## config.mk

```make
export PLATFORM = sky130hd
export DESIGN_NAME = usdp_core
export DESIGN_NICKNAME = d
export VERILOG_FILES = /design/src/logic/usdp_pkg.sv /design/src/logic/usdp_core.sv /design/src/logic/usdp_tick_gen.sv /design/src/logic/usdp_parity.sv
export SDC_FILE = /design/constraint.sdc
export NUM_CORES = 1
export LEC_CHECK = 0
export BUFFER_PORTS_ARGS = -buffer_cell sky130_fd_sc_hd__buf_2
export CAP_MARGIN = 20
export CORE_ASPECT_RATIO = 1.1
export CORE_UTILIZATION = 55
export CTS_BUF_LIST = sky130_fd_sc_hd__clkbuf_4 sky130_fd_sc_hd__clkbuf_8 sky130_fd_sc_hd__clkbuf_16
export DETAILED_ROUTE_END_ITERATION = 12
export PLACE_DENSITY = 0.77
export SETUP_SLACK_MARGIN = 0.05
export SLEW_MARGIN = 20
export SYNTH_ARGS = -nofsm -noshare
export SYNTH_HDL_FRONTEND = slang
export SYNTH_HIERARCHICAL = 1
export SYNTH_SLANG_ARGS = --single-unit
```

## constraint.sdc

```tcl
create_clock -name ref_clk_i -period 4.15 [get_ports ref_clk_i]
set_input_delay 1.0375 -clock ref_clk_i [delete_from_list [all_inputs] [get_ports ref_clk_i]]
set_output_delay 1.0375 -clock ref_clk_i [all_outputs]
set_load 0.01 [all_outputs]
```

## src/logic/usdp_pkg.sv

```systemverilog
// Package: constants and types for the USART transmit and receive data path
package usdp_pkg;
  // ----------------------------------------------------------------
  // Character size codes
  // ----------------------------------------------------------------
  localparam logic [2:0] CSZ_5 = 3'h0;
  localparam logic [2:0] CSZ_6 = 3'h1;
  localparam logic [2:0] CSZ_7 = 3'h2;
  localparam logic [2:0] CSZ_8 = 3'h3;
  localparam logic [2:0] CSZ_9 = 3'h7;
  // ----------------------------------------------------------------
  // Oversampling counts and reset values
  // ----------------------------------------------------------------
  localparam logic [3:0] OVS_NORMAL_LAST = 4'hF;  // 16 samples per bit
  localparam logic [3:0] OVS_DOUBLE_LAST = 4'h7;  // 8 samples per bit
  localparam logic [3:0] OVS_NORMAL_MID  = 4'h7;
  localparam logic [3:0] OVS_DOUBLE_MID  = 4'h3;
  localparam logic [11:0] BAUD_DIV_RST   = 12'h000;
  localparam logic       BUF_EMPTY_RST   = 1'b1;
  localparam logic       TX_DONE_RST     = 1'b0;
  localparam logic       LINE_IDLE       = 1'b1;
  // ----------------------------------------------------------------
  // Shared state encoding of both shifters
  // ----------------------------------------------------------------
  typedef enum logic [2:0] {
    USDP_IDLE   = 3'h0,
    USDP_START  = 3'h1,
    USDP_DATA   = 3'h2,
    USDP_PARITY = 3'h3,
    USDP_STOP1  = 3'h4,
    USDP_STOP2  = 3'h5
  } usdp_state_t;
endpackage

```

## src/logic/usdp_core.sv

```systemverilog
// USART transmit and receive data path, top level
//
// Behaviour
// - Transmit enable hands the transmit pin to the serial output.
// - Sync mode shifts transmit data on the external clock.
// - Buffer write loads buffer; moves to shifter when idle or after stop.
// - Shifter sends a whole frame at divider, double speed or external rate.
// - Bits above the character size are ignored on transmit.
// - Buffer empty flag high while empty, cleared by an unmoved write.
// - Buffer empty interrupt is a level while enabled and empty.
// - Transmit complete sets when frame done and buffer empty.
// - Transmit complete clears on service or on writing one.
// - Transmit complete interrupt requested while enabled and set.
// - Parity bit inserted after data, before first stop bit.
// - Transmit disable waits until shifter and buffer are empty.
// - Receive enable hands the receive pin to the receiver.
// - Sync mode samples receive data on the external clock.
// - Reception starts at valid start bit; bits shifted to first stop.
// - Any second stop bit is ignored by the receiver.
// - First stop bit moves frame into the receive buffer.
// - Read data has unused upper bits as zeros.
// - Receive complete flag shows unread data; disable flushes it.
// - Frame: low start, data LSB first, parity, high stops, idle high.
// - Even parity is xor of data; odd is its inverse.
`timescale 1ns/100ps
`default_nettype none
module usdp_core #(
  parameter int DIV_W = 12
) (
  input  wire logic             ref_clk_i,
  input  wire logic             nrst_i,
  input  wire logic [DIV_W-1:0] baud_div_i,
  input  wire logic             double_speed_bit_i,
  input  wire logic             sync_mode_i,
  input  wire logic             sample_rise_i,
  input  wire logic [2:0]       char_size_field_i,
  input  wire logic [1:0]       parity_mode_i,
  input  wire logic             two_stop_i,
  input  wire logic             tx_enable_bit_i,
  input  wire logic             rx_enable_bit_i,
  input  wire logic             buffer_empty_irq_en_i,
  input  wire logic             tx_complete_irq_en_i,
  input  wire logic             tx_ninth_bit_i,
  input  wire logic             data_wr_i,
  input  wire logic [7:0]       data_wdata_i,
  input  wire logic             data_rd_i,
  input  wire logic             tx_done_clr_i,
  input  wire logic             tx_done_ack_i,
  input  wire logic             ext_serial_clock_i,
  input  wire logic             rxd_pin_i,
  input  wire logic             port_tx_i,
  output logic                  txd_o,
  output logic                  tx_active_o,
  output logic                  rx_active_o,
  output logic                  buffer_empty_flag_o,
  output logic                  tx_complete_flag_o,
  output logic                  rx_complete_flag_o,
  output logic [7:0]            data_rdata_o,
  output logic                  rx_ninth_bit_o,
  output logic                  buffer_empty_irq_o,
  output logic                  tx_complete_irq_o
);
  // ----------------------------------------------------------------
  // Bit timing
  // ----------------------------------------------------------------
  logic os_tick, ext_rise, ext_fall;
  logic tx_tick, rx_tick, rx_os, par_tx, par_rx;
  logic [3:0] ovs_last, ovs_mid;

  usdp_tick_gen #(.DIV_W(DIV_W)) u_tick (
    .ref_clk_i   (ref_clk_i),
    .nrst_i      (nrst_i),
    .baud_div_i  (baud_div_i),
    .sync_mode_i (sync_mode_i),
    .ext_clk_i   (ext_serial_clock_i),
    .os_tick_o   (os_tick),
    .ext_rise_o  (ext_rise),
    .ext_fall_o  (ext_fall)
  );

  // Async bits use oversampling; sync change and sample opposite edges
  assign ovs_last = double_speed_bit_i ? usdp_pkg::OVS_DOUBLE_LAST
                                       : usdp_pkg::OVS_NORMAL_LAST;
  assign ovs_mid  = double_speed_bit_i ? usdp_pkg::OVS_DOUBLE_MID
                                       : usdp_pkg::OVS_NORMAL_MID;
  assign rx_os    = sync_mode_i ? (sample_rise_i ? ext_rise : ext_fall)
                                : os_tick;

  // ----------------------------------------------------------------
  // Transmitter state
  // ----------------------------------------------------------------
  usdp_pkg::usdp_state_t tx_st_reg, tx_st_next;
  logic [8:0] tbuf_reg,  tbuf_next;
  logic       tfull_reg, tfull_next;
  logic [8:0] tsh_reg,   tsh_next;
  logic [3:0] tx_ovs_reg, tx_ovs_next;
  logic [3:0] tx_bit_reg, tx_bit_next;
  logic       tx_line_reg, tx_line_next;
  logic       tx_own_reg,  tx_own_next;
  logic       txc_reg,     txc_next;
  logic [3:0] nbits;
  logic [8:0] wr_word;

  assign tx_tick  = sync_mode_i ? (sample_rise_i ? ext_fall : ext_rise)
                                : (os_tick && tx_ovs_reg == ovs_last);
  always_comb begin
    unique case (char_size_field_i)
      usdp_pkg::CSZ_5: nbits = 4'h5;
      usdp_pkg::CSZ_6: nbits = 4'h6;
      usdp_pkg::CSZ_7: nbits = 4'h7;
      usdp_pkg::CSZ_9: nbits = 4'h9;
      default:         nbits = 4'h8;
    endcase
  end

  // Ninth bit is captured with the low byte, so it must be set first
  assign wr_word = {tx_ninth_bit_i, data_wdata_i};

  usdp_parity u_ptx (
    .data_i   (tsh_reg),
    .size_i   (char_size_field_i),
    .odd_i    (parity_mode_i[0]),
    .parity_o (par_tx)
  );

  // Transmit next state; a frame in flight always completes
  always_comb begin
    logic frame_end;
    frame_end   = 1'b0;
    tx_st_next  = tx_st_reg;
    tbuf_next   = tbuf_reg;
    tfull_next  = tfull_reg;
    tsh_next    = tsh_reg;
    tx_bit_next = tx_bit_reg;
    tx_line_next = tx_line_reg;
    txc_next    = txc_reg;
    tx_ovs_next = tx_ovs_reg;
    if (os_tick)
      tx_ovs_next = (tx_ovs_reg == ovs_last) ? 4'h0 : tx_ovs_reg + 4'h1;
    if (data_wr_i && tx_enable_bit_i) begin
      tbuf_next  = wr_word;
      tfull_next = 1'b1;
    end
    if (tx_tick) begin
      unique case (tx_st_reg)
        usdp_pkg::USDP_IDLE: tx_line_next = usdp_pkg::LINE_IDLE;
        usdp_pkg::USDP_START: begin
          tx_line_next = tsh_reg[0];
          tx_bit_next  = 4'h1;
          tx_st_next   = usdp_pkg::USDP_DATA;
        end
        usdp_pkg::USDP_DATA: begin
          if (tx_bit_reg == nbits) begin
            tx_line_next = parity_mode_i[1] ? par_tx : 1'b1;
            tx_st_next   = parity_mode_i[1] ? usdp_pkg::USDP_PARITY
                                            : usdp_pkg::USDP_STOP1;
          end else begin
            // Word kept whole so parity still sees every data bit
            tx_line_next = tsh_reg[tx_bit_reg];
            tx_bit_next  = tx_bit_reg + 4'h1;
          end
        end
        usdp_pkg::USDP_PARITY: begin
          tx_line_next = 1'b1;
          tx_st_next   = usdp_pkg::USDP_STOP1;
        end
        usdp_pkg::USDP_STOP1: begin
          if (two_stop_i)
            tx_st_next = usdp_pkg::USDP_STOP2;
          else
            frame_end = 1'b1;
        end
        default: frame_end = 1'b1;
      endcase
      // Load from buffer when idle or right after last stop bit
      if ((frame_end || tx_st_reg == usdp_pkg::USDP_IDLE) && tfull_reg) begin
        tsh_next     = tbuf_reg;
        tfull_next   = data_wr_i && tx_enable_bit_i;
        tx_line_next = 1'b0;
        tx_st_next   = usdp_pkg::USDP_START;
      end else if (frame_end) begin
        tx_st_next = usdp_pkg::USDP_IDLE;
        txc_next   = 1'b1;
      end
    end
    // Set wins over a same-cycle clear
    if ((tx_done_clr_i || tx_done_ack_i) && !(tx_tick && frame_end &&
        !tfull_reg))
      txc_next = 1'b0;
    // Pin stays owned until shifter and buffer are both empty
    tx_own_next = tx_enable_bit_i ||
                  (tx_own_reg && (tfull_next ||
                   tx_st_next != usdp_pkg::USDP_IDLE));
  end

  always_ff @(posedge ref_clk_i) begin
    if (!nrst_i) begin
      tx_st_reg   <= usdp_pkg::USDP_IDLE;
      tbuf_reg    <= 9'h000;
      tfull_reg   <= ~usdp_pkg::BUF_EMPTY_RST;
      tsh_reg     <= 9'h000;
      tx_ovs_reg  <= 4'h0;
      tx_bit_reg  <= 4'h0;
      tx_line_reg <= usdp_pkg::LINE_IDLE;
      tx_own_reg  <= 1'b0;
      txc_reg     <= usdp_pkg::TX_DONE_RST;
    end else begin
      tx_st_reg   <= tx_st_next;
      tbuf_reg    <= tbuf_next;
      tfull_reg   <= tfull_next;
      tsh_reg     <= tsh_next;
      tx_ovs_reg  <= tx_ovs_next;
      tx_bit_reg  <= tx_bit_next;
      tx_line_reg <= tx_line_next;
      tx_own_reg  <= tx_own_next;
      txc_reg     <= txc_next;
    end
  end

  // ----------------------------------------------------------------
  // Receiver state
  // ----------------------------------------------------------------
  usdp_pkg::usdp_state_t rx_st_reg, rx_st_next;
  logic [8:0] rsh_reg,  rsh_next;
  logic [8:0] rbuf_reg, rbuf_next;
  logic       rxc_reg,  rxc_next;
  logic [3:0] rx_ovs_reg, rx_ovs_next;
  logic [3:0] rx_bit_reg, rx_bit_next;

  usdp_parity u_prx (
    .data_i   (rsh_reg),
    .size_i   (char_size_field_i),
    .odd_i    (parity_mode_i[0]),
    .parity_o (par_rx)
  );

  // Sample point is bit middle in async mode, every selected external edge in sync mode
  assign rx_tick = sync_mode_i ? rx_os : (rx_os && rx_ovs_reg == ovs_mid);

  // Receive next state; disable is immediate and flushes the buffer
  always_comb begin
    logic [8:0] aligned;
    aligned     = rsh_reg >> (4'h9 - nbits);
    rx_st_next  = rx_st_reg;
    rsh_next    = rsh_reg;
    rbuf_next   = rbuf_reg;
    rx_bit_next = rx_bit_reg;
    rx_ovs_next = rx_os ? ((rx_ovs_reg == ovs_last) ? 4'h0
                                                    : rx_ovs_reg + 4'h1)
                        : rx_ovs_reg;
    rxc_next    = rxc_reg && !data_rd_i;
    unique case (rx_st_reg)
      usdp_pkg::USDP_IDLE: begin
        rx_ovs_next = 4'h0;
        if (rx_os && !rxd_pin_i)
          rx_st_next = usdp_pkg::USDP_START;
      end
      usdp_pkg::USDP_START: begin
        if (rx_tick) begin
          // A high level at mid start is a glitch, not a start bit
          rx_st_next  = rxd_pin_i ? usdp_pkg::USDP_IDLE
                                  : usdp_pkg::USDP_DATA;
          rx_bit_next = 4'h0;
        end
      end
      usdp_pkg::USDP_DATA: begin
        if (rx_tick) begin
          rsh_next    = {rxd_pin_i, rsh_reg[8:1]};
          rx_bit_next = rx_bit_reg + 4'h1;
          if (rx_bit_reg + 4'h1 == nbits)
            rx_st_next = parity_mode_i[1] ? usdp_pkg::USDP_PARITY
                                          : usdp_pkg::USDP_STOP1;
        end
      end
      usdp_pkg::USDP_PARITY: begin
        if (rx_tick)
          rx_st_next = usdp_pkg::USDP_STOP1;
      end
      default: begin
        // Only the first stop bit is looked at
        if (rx_tick) begin
          rbuf_next  = aligned;
          rxc_next   = 1'b1;
          rx_st_next = usdp_pkg::USDP_IDLE;
        end
      end
    endcase
    if (!rx_enable_bit_i) begin
      rx_st_next = usdp_pkg::USDP_IDLE;
      rxc_next   = 1'b0;
    end
  end

  always_ff @(posedge ref_clk_i) begin
    if (!nrst_i) begin
      rx_st_reg  <= usdp_pkg::USDP_IDLE;
      rsh_reg    <= 9'h000;
      rbuf_reg   <= 9'h000;
      rxc_reg    <= 1'b0;
      rx_ovs_reg <= 4'h0;
      rx_bit_reg <= 4'h0;
    end else begin
      rx_st_reg  <= rx_st_next;
      rsh_reg    <= rsh_next;
      rbuf_reg   <= rbuf_next;
      rxc_reg    <= rxc_next;
      rx_ovs_reg <= rx_ovs_next;
      rx_bit_reg <= rx_bit_next;
    end
  end

  // ----------------------------------------------------------------
  // Output registers
  // ----------------------------------------------------------------
  // Pin mux and flags registered so every output leaves a flip-flop
  always_ff @(posedge ref_clk_i) begin
    if (!nrst_i) begin
      txd_o               <= usdp_pkg::LINE_IDLE;
      tx_active_o         <= 1'b0;
      rx_active_o         <= 1'b0;
      buffer_empty_flag_o <= usdp_pkg::BUF_EMPTY_RST;
      tx_complete_flag_o  <= usdp_pkg::TX_DONE_RST;
      rx_complete_flag_o  <= 1'b0;
      data_rdata_o        <= 8'h00;
      rx_ninth_bit_o      <= 1'b0;
      buffer_empty_irq_o  <= 1'b0;
      tx_complete_irq_o   <= 1'b0;
    end else begin
      txd_o               <= tx_own_next ? tx_line_next : port_tx_i;
      tx_active_o         <= tx_own_next;
      rx_active_o         <= rx_enable_bit_i;
      buffer_empty_flag_o <= ~tfull_next;
      tx_complete_flag_o  <= txc_next;
      rx_complete_flag_o  <= rxc_next;
      data_rdata_o        <= rbuf_next[7:0];
      rx_ninth_bit_o      <= rbuf_next[8];
      buffer_empty_irq_o  <= buffer_empty_irq_en_i & ~tfull_next;
      tx_complete_irq_o   <= tx_complete_irq_en_i & txc_next;
    end
  end
endmodule
`default_nettype wire

```

## src/logic/usdp_tick_gen.sv

```systemverilog
// Bit rate tick generator: baud divider or external clock edge detect
`timescale 1ns/100ps
`default_nettype none
module usdp_tick_gen #(
  parameter int DIV_W = 12
) (
  input  wire logic             ref_clk_i,
  input  wire logic             nrst_i,
  input  wire logic [DIV_W-1:0] baud_div_i,
  input  wire logic             sync_mode_i,
  input  wire logic             ext_clk_i,
  output logic                  os_tick_o,
  output logic                  ext_rise_o,
  output logic                  ext_fall_o
);
  logic [DIV_W-1:0] cnt_reg,  cnt_next;
  logic             s1_reg,   s2_reg,  s3_reg;
  logic             os_next,  rise_next, fall_next;

  // ----------------------------------------------------------------
  // Next values
  // ----------------------------------------------------------------
  // Two-flop synchroniser, edge taken from stages two and three only
  always_comb begin
    os_next   = 1'b0;
    cnt_next  = cnt_reg - {{(DIV_W-1){1'b0}}, 1'b1};
    if (cnt_reg == '0) begin
      cnt_next = baud_div_i;
      os_next  = 1'b1;
    end
    rise_next = sync_mode_i & s2_reg & ~s3_reg;
    fall_next = sync_mode_i & ~s2_reg & s3_reg;
  end

  // Registers
  always_ff @(posedge ref_clk_i) begin
    if (!nrst_i) begin
      cnt_reg    <= '0;
      s1_reg     <= 1'b0;
      s2_reg     <= 1'b0;
      s3_reg     <= 1'b0;
      os_tick_o  <= 1'b0;
      ext_rise_o <= 1'b0;
      ext_fall_o <= 1'b0;
    end else begin
      cnt_reg    <= cnt_next;
      s1_reg     <= ext_clk_i;
      s2_reg     <= s1_reg;
      s3_reg     <= s2_reg;
      os_tick_o  <= os_next;
      ext_rise_o <= rise_next;
      ext_fall_o <= fall_next;
    end
  end
endmodule
`default_nettype wire

```

## src/logic/usdp_parity.sv

```systemverilog
// Parity of a nine-bit character masked to its configured size
`timescale 1ns/100ps
`default_nettype none
module usdp_parity (
  input  wire logic [8:0] data_i,
  input  wire logic [2:0] size_i,
  input  wire logic       odd_i,
  output logic            parity_o
);
  // Unused upper bits are masked before the reduction
  always_comb begin
    logic [8:0] m;
    m = 9'h000;
    unique case (size_i)
      usdp_pkg::CSZ_5: m = 9'h01F;
      usdp_pkg::CSZ_6: m = 9'h03F;
      usdp_pkg::CSZ_7: m = 9'h07F;
      usdp_pkg::CSZ_9: m = 9'h1FF;
      default:         m = 9'h0FF;
    endcase
    parity_o = (^(data_i & m)) ^ odd_i;
  end
endmodule
`default_nettype wire

```

==> out/qor.csv <==
metric;value;unit
Post-Route M1 WL;4460;microns
antenna violations before repair;0;
highest ir drop seen on vdd;0.313;mV
Sequential Power Share;0.486;
hold buffers post-CTS;0;
required time worst endpoint;4400;ps
kind of start point of the critical path;input pin;
number of pins with negative max-slew slack in the final report;0;
maximum clock rate;347;MHz
final count of hold timing violations;0;
average detailed-routed wire length per instance;14.2;microns
total number of placement rows;34;
number of flip-flops under the largest register name;12;
Sw Ratio;0.289;
largest area contributor in the netlist;sky130_fd_sc_hd__dfxtp_1;
Yosys top cell area share;0.382;
Congestion Overflow GR;0;
result of the run;finished, final reports clean;
dpl hpwl;6850;microns
placement-stage cell area;4850;sq um
Period Utilization, post-route;0.694;
Net Sw Power;0.000560;W
setup TNS after final layout;0;ps
pin count of the biggest net entering global routing;32;
number of placed I/O pins;60;
Post-Synthesis Cells;503;
Area contributors post-synth;sky130_fd_sc_hd__dfxtp_1 38%, sky130_fd_sc_hd__mux2i_1 6.4%, sky130_fd_sc_hd__nand2_1 5.1%;
TritonCTS buffer count;9;
CP endpoint kind;flip-flop;
routability congestion estimate;0.864;
WHS Path Cells;1;
post-synthesis cell area;4510;sq um
path class of the lowest-slack min-delay path;flip-flop to flip-flop;
met3 wire length;252;microns
effective utilization at floorplan;0.570;
internal power consumption;0.00138;W
post-cts sizing count;0;
overall routed net length;9430;microns
maximum capacitance violations;0;
CTS tree;done;
maximum cell stage delay along the critical path;430;ps
Synthesis Warnings;6;
number of inserted diodes;0;
number of clock sinks;86;
number of synthesized flops with an enable pin;0;
Critical Path, Cell by Cell;buf_2 > or3b_4 > a2111oi_4 > o311ai_4 > o21a_1 > o32ai_2 > mux2_1;
cell with the biggest individual delay on the critical path;sky130_fd_sc_hd__or3b_4;
startpoint-to-endpoint class of the critical path;input pin to flip-flop;
maximum number of buffers from clock root to sink;2;
share of synthesized flip-flops with an asynchronous set or reset;0;
number of nets in the synthesized netlist;553;
Worst-Skew Late Latency;350;ps
Layout Area Growth over Synthesis;12.3;%
area of the die;8570;sq um
total instance count after detailed placement;650;
ANT nets after route;0;
H-tree levels;3;
port buffer count;59;
Post-CTS Setup Repair Bufs;0;
static leakage power;2.00;nW
horizontal die dimension;88.3;microns
Finished Core Util;0.640;
Power Dens Cells;382;nW/um^2
root buf cell;sky130_fd_sc_hd__clkbuf_8;
clock skew;8.98;ps
clock input transition at the sequential cells of the worst setup and hold paths;80;ps
via count normalized by instance count;5.66;
Rel. slew slack;0.488;
ys flop type;sky130_fd_sc_hd__dfxtp_1;
final-report setup violation count;0;
via count of the first global-routing pass;3640;
unrepaired setup endpoints after global routing;no;
synth unique cells;73;
Mapped Avg Cell Area;8.97;sq um
post-layout minimum cycle time;2880;ps
detailed-router iteration count before antenna repair;5;
wire length on met2;4560;microns
area of all placed cells without fillers;5060;sq um
part of the total power dissipated in the clock network;0.316;
largest driver fanout on the critical path;16;
share of final-layout standard cells stronger than drive strength 1;0.183;
slew of the pin with the lowest slew margin;748;ps
Final Non-Filler Cells;666;
wire length of the first global-routing pass;16100;microns
routed vias;3769;
length in cells of the worst reg-to-reg path;7;
final net count;603;
worst endpoint data arrival time;3120;ps
number of synthesized register bits;86;
top sig layer;met4;
Initial DRC Count;104;
vertical extent of the die;97.0;microns
global-route total usage across every layer;0.236;
register area share after synthesis;0.382;
logic gate share of total power;0.198;
core region area;7910;sq um
total DRC errors in the routed layout;0;
==> synthesized netlist by cell type, drive strengths merged, types with 4 or more instances <==
master  instances
buf            11
inv            15
xnor2          14
o21ai          19
and2            9
nand3          21
nor4            4
dfxtp          86
o211a           7
nor3b           4
clkbuf         13
mux2i          29
nor3            8
nor2b           4
nand2b          7
o31ai           4
nor2           48
a22oi           7
ha              7
nand2          61
o21a            4
xor2           13
nand4           4
mux4            7
a21oi          39
==> path summary, 6_finish.rpt <==
path / startpoint / slack [ps] / end
setup / recovery: char_size_field_i[0] / 1270 / txd_o
hold / removal: u_tick/s3_reg / 430 / u_tick/ext_rise_o
setup reg to reg: tx_ovs_reg[0] / 1630 / txd_o
hold reg to reg: u_tick/s3_reg / 430 / u_tick/ext_rise_o
==> cell families (layout without fill, tap and decap cells) <==
logic type / count (synthesis) / after routing / share of synthesized area
AOI/OAI and AO/OA: 116 / 116 / 0.183
xor gates and xnor gates: 29 / 29 / 0.0624
adders and majority gates: 7 / 7 / 0.0194
buffers and inverters: 39 / 94 / 0.0388
DFF: 86 / 86 / 0.382
muxes: 39 / 39 / 0.107
and+or+nand+nor: 187 / 187 / 0.208
==> critical path, delay by kind of cell <==
| family | cells | cell delay [ps] |
|---|---|---|
| simple gates | 1 | 430 |
| compound gates | 4 | 1060 |
| buf+inv | 1 | 240 |
| mux | 1 | 340 |
==> per-stage QoR <==
| stage | setup slack (ps) | power (W) | hold slack [ps] |
|---|---|---|---|
| after detailed placement | 861 | 0.00134 | 432 |
| after global routing | 1150 | 0.00204 | 466 |
| after floorplan | 951 | 0.00127 | 389 |
| after CTS | 1260 | 0.00195 | 446 |
| after global placement | 967 | 0.00133 | 404 |
| final | 1270 | 0.00194 | 431 |
==> layout by cell type, fill, tap and decap left out, types with 8 or more instances in the layout <==
master,count
sky130_fd_sc_hd__o21ai_0,15
sky130_fd_sc_hd__inv_1,15
sky130_fd_sc_hd__nor2_1,46
sky130_fd_sc_hd__nand2_1,61
sky130_fd_sc_hd__a21oi_1,38
sky130_fd_sc_hd__xor2_1,13
sky130_fd_sc_hd__clkbuf_8,11
sky130_fd_sc_hd__mux2i_1,29
sky130_fd_sc_hd__buf_2,59
sky130_fd_sc_hd__dfxtp_1,86
sky130_fd_sc_hd__and2_1,9
sky130_fd_sc_hd__nand3_1,19
sky130_fd_sc_hd__xnor2_1,14
sky130_fd_sc_hd__nor3_1,8
==> power groups by stage <==
stage | registers (W) | logic, W | clock network [W]
final | 0.000942 | 0.000383 | 0.000612
after global routing | 0.000950 | 0.000428 | 0.000663
after CTS | 0.000941 | 0.000384 | 0.000627
after detailed placement | 0.000959 | 0.000379 | 0
after global placement | 0.000957 | 0.000370 | 0
after floorplan | 0.000945 | 0.000324 | 0
==> per-layer routing <==
metal | up-vias | global-route usage
met1 | 1791 | 0.305
met5 | - | 0
met4 | 0 | 0.0993
li1 | 1906 | -
met3 | 11 | 0.0282
met2 | 61 | 0.392
==> cell type report <==
cell class,instances,area (sq um)
clock buffers,13,166
clock inverters,3,42.5
repair buffers,63,325
multi-input cells,378,2620
flip-flops and latches,86,1720
inverters,15,56.3
fillers,702,2850
well taps,108,135
Note: power is estimated with default switching activity, not from simulation.
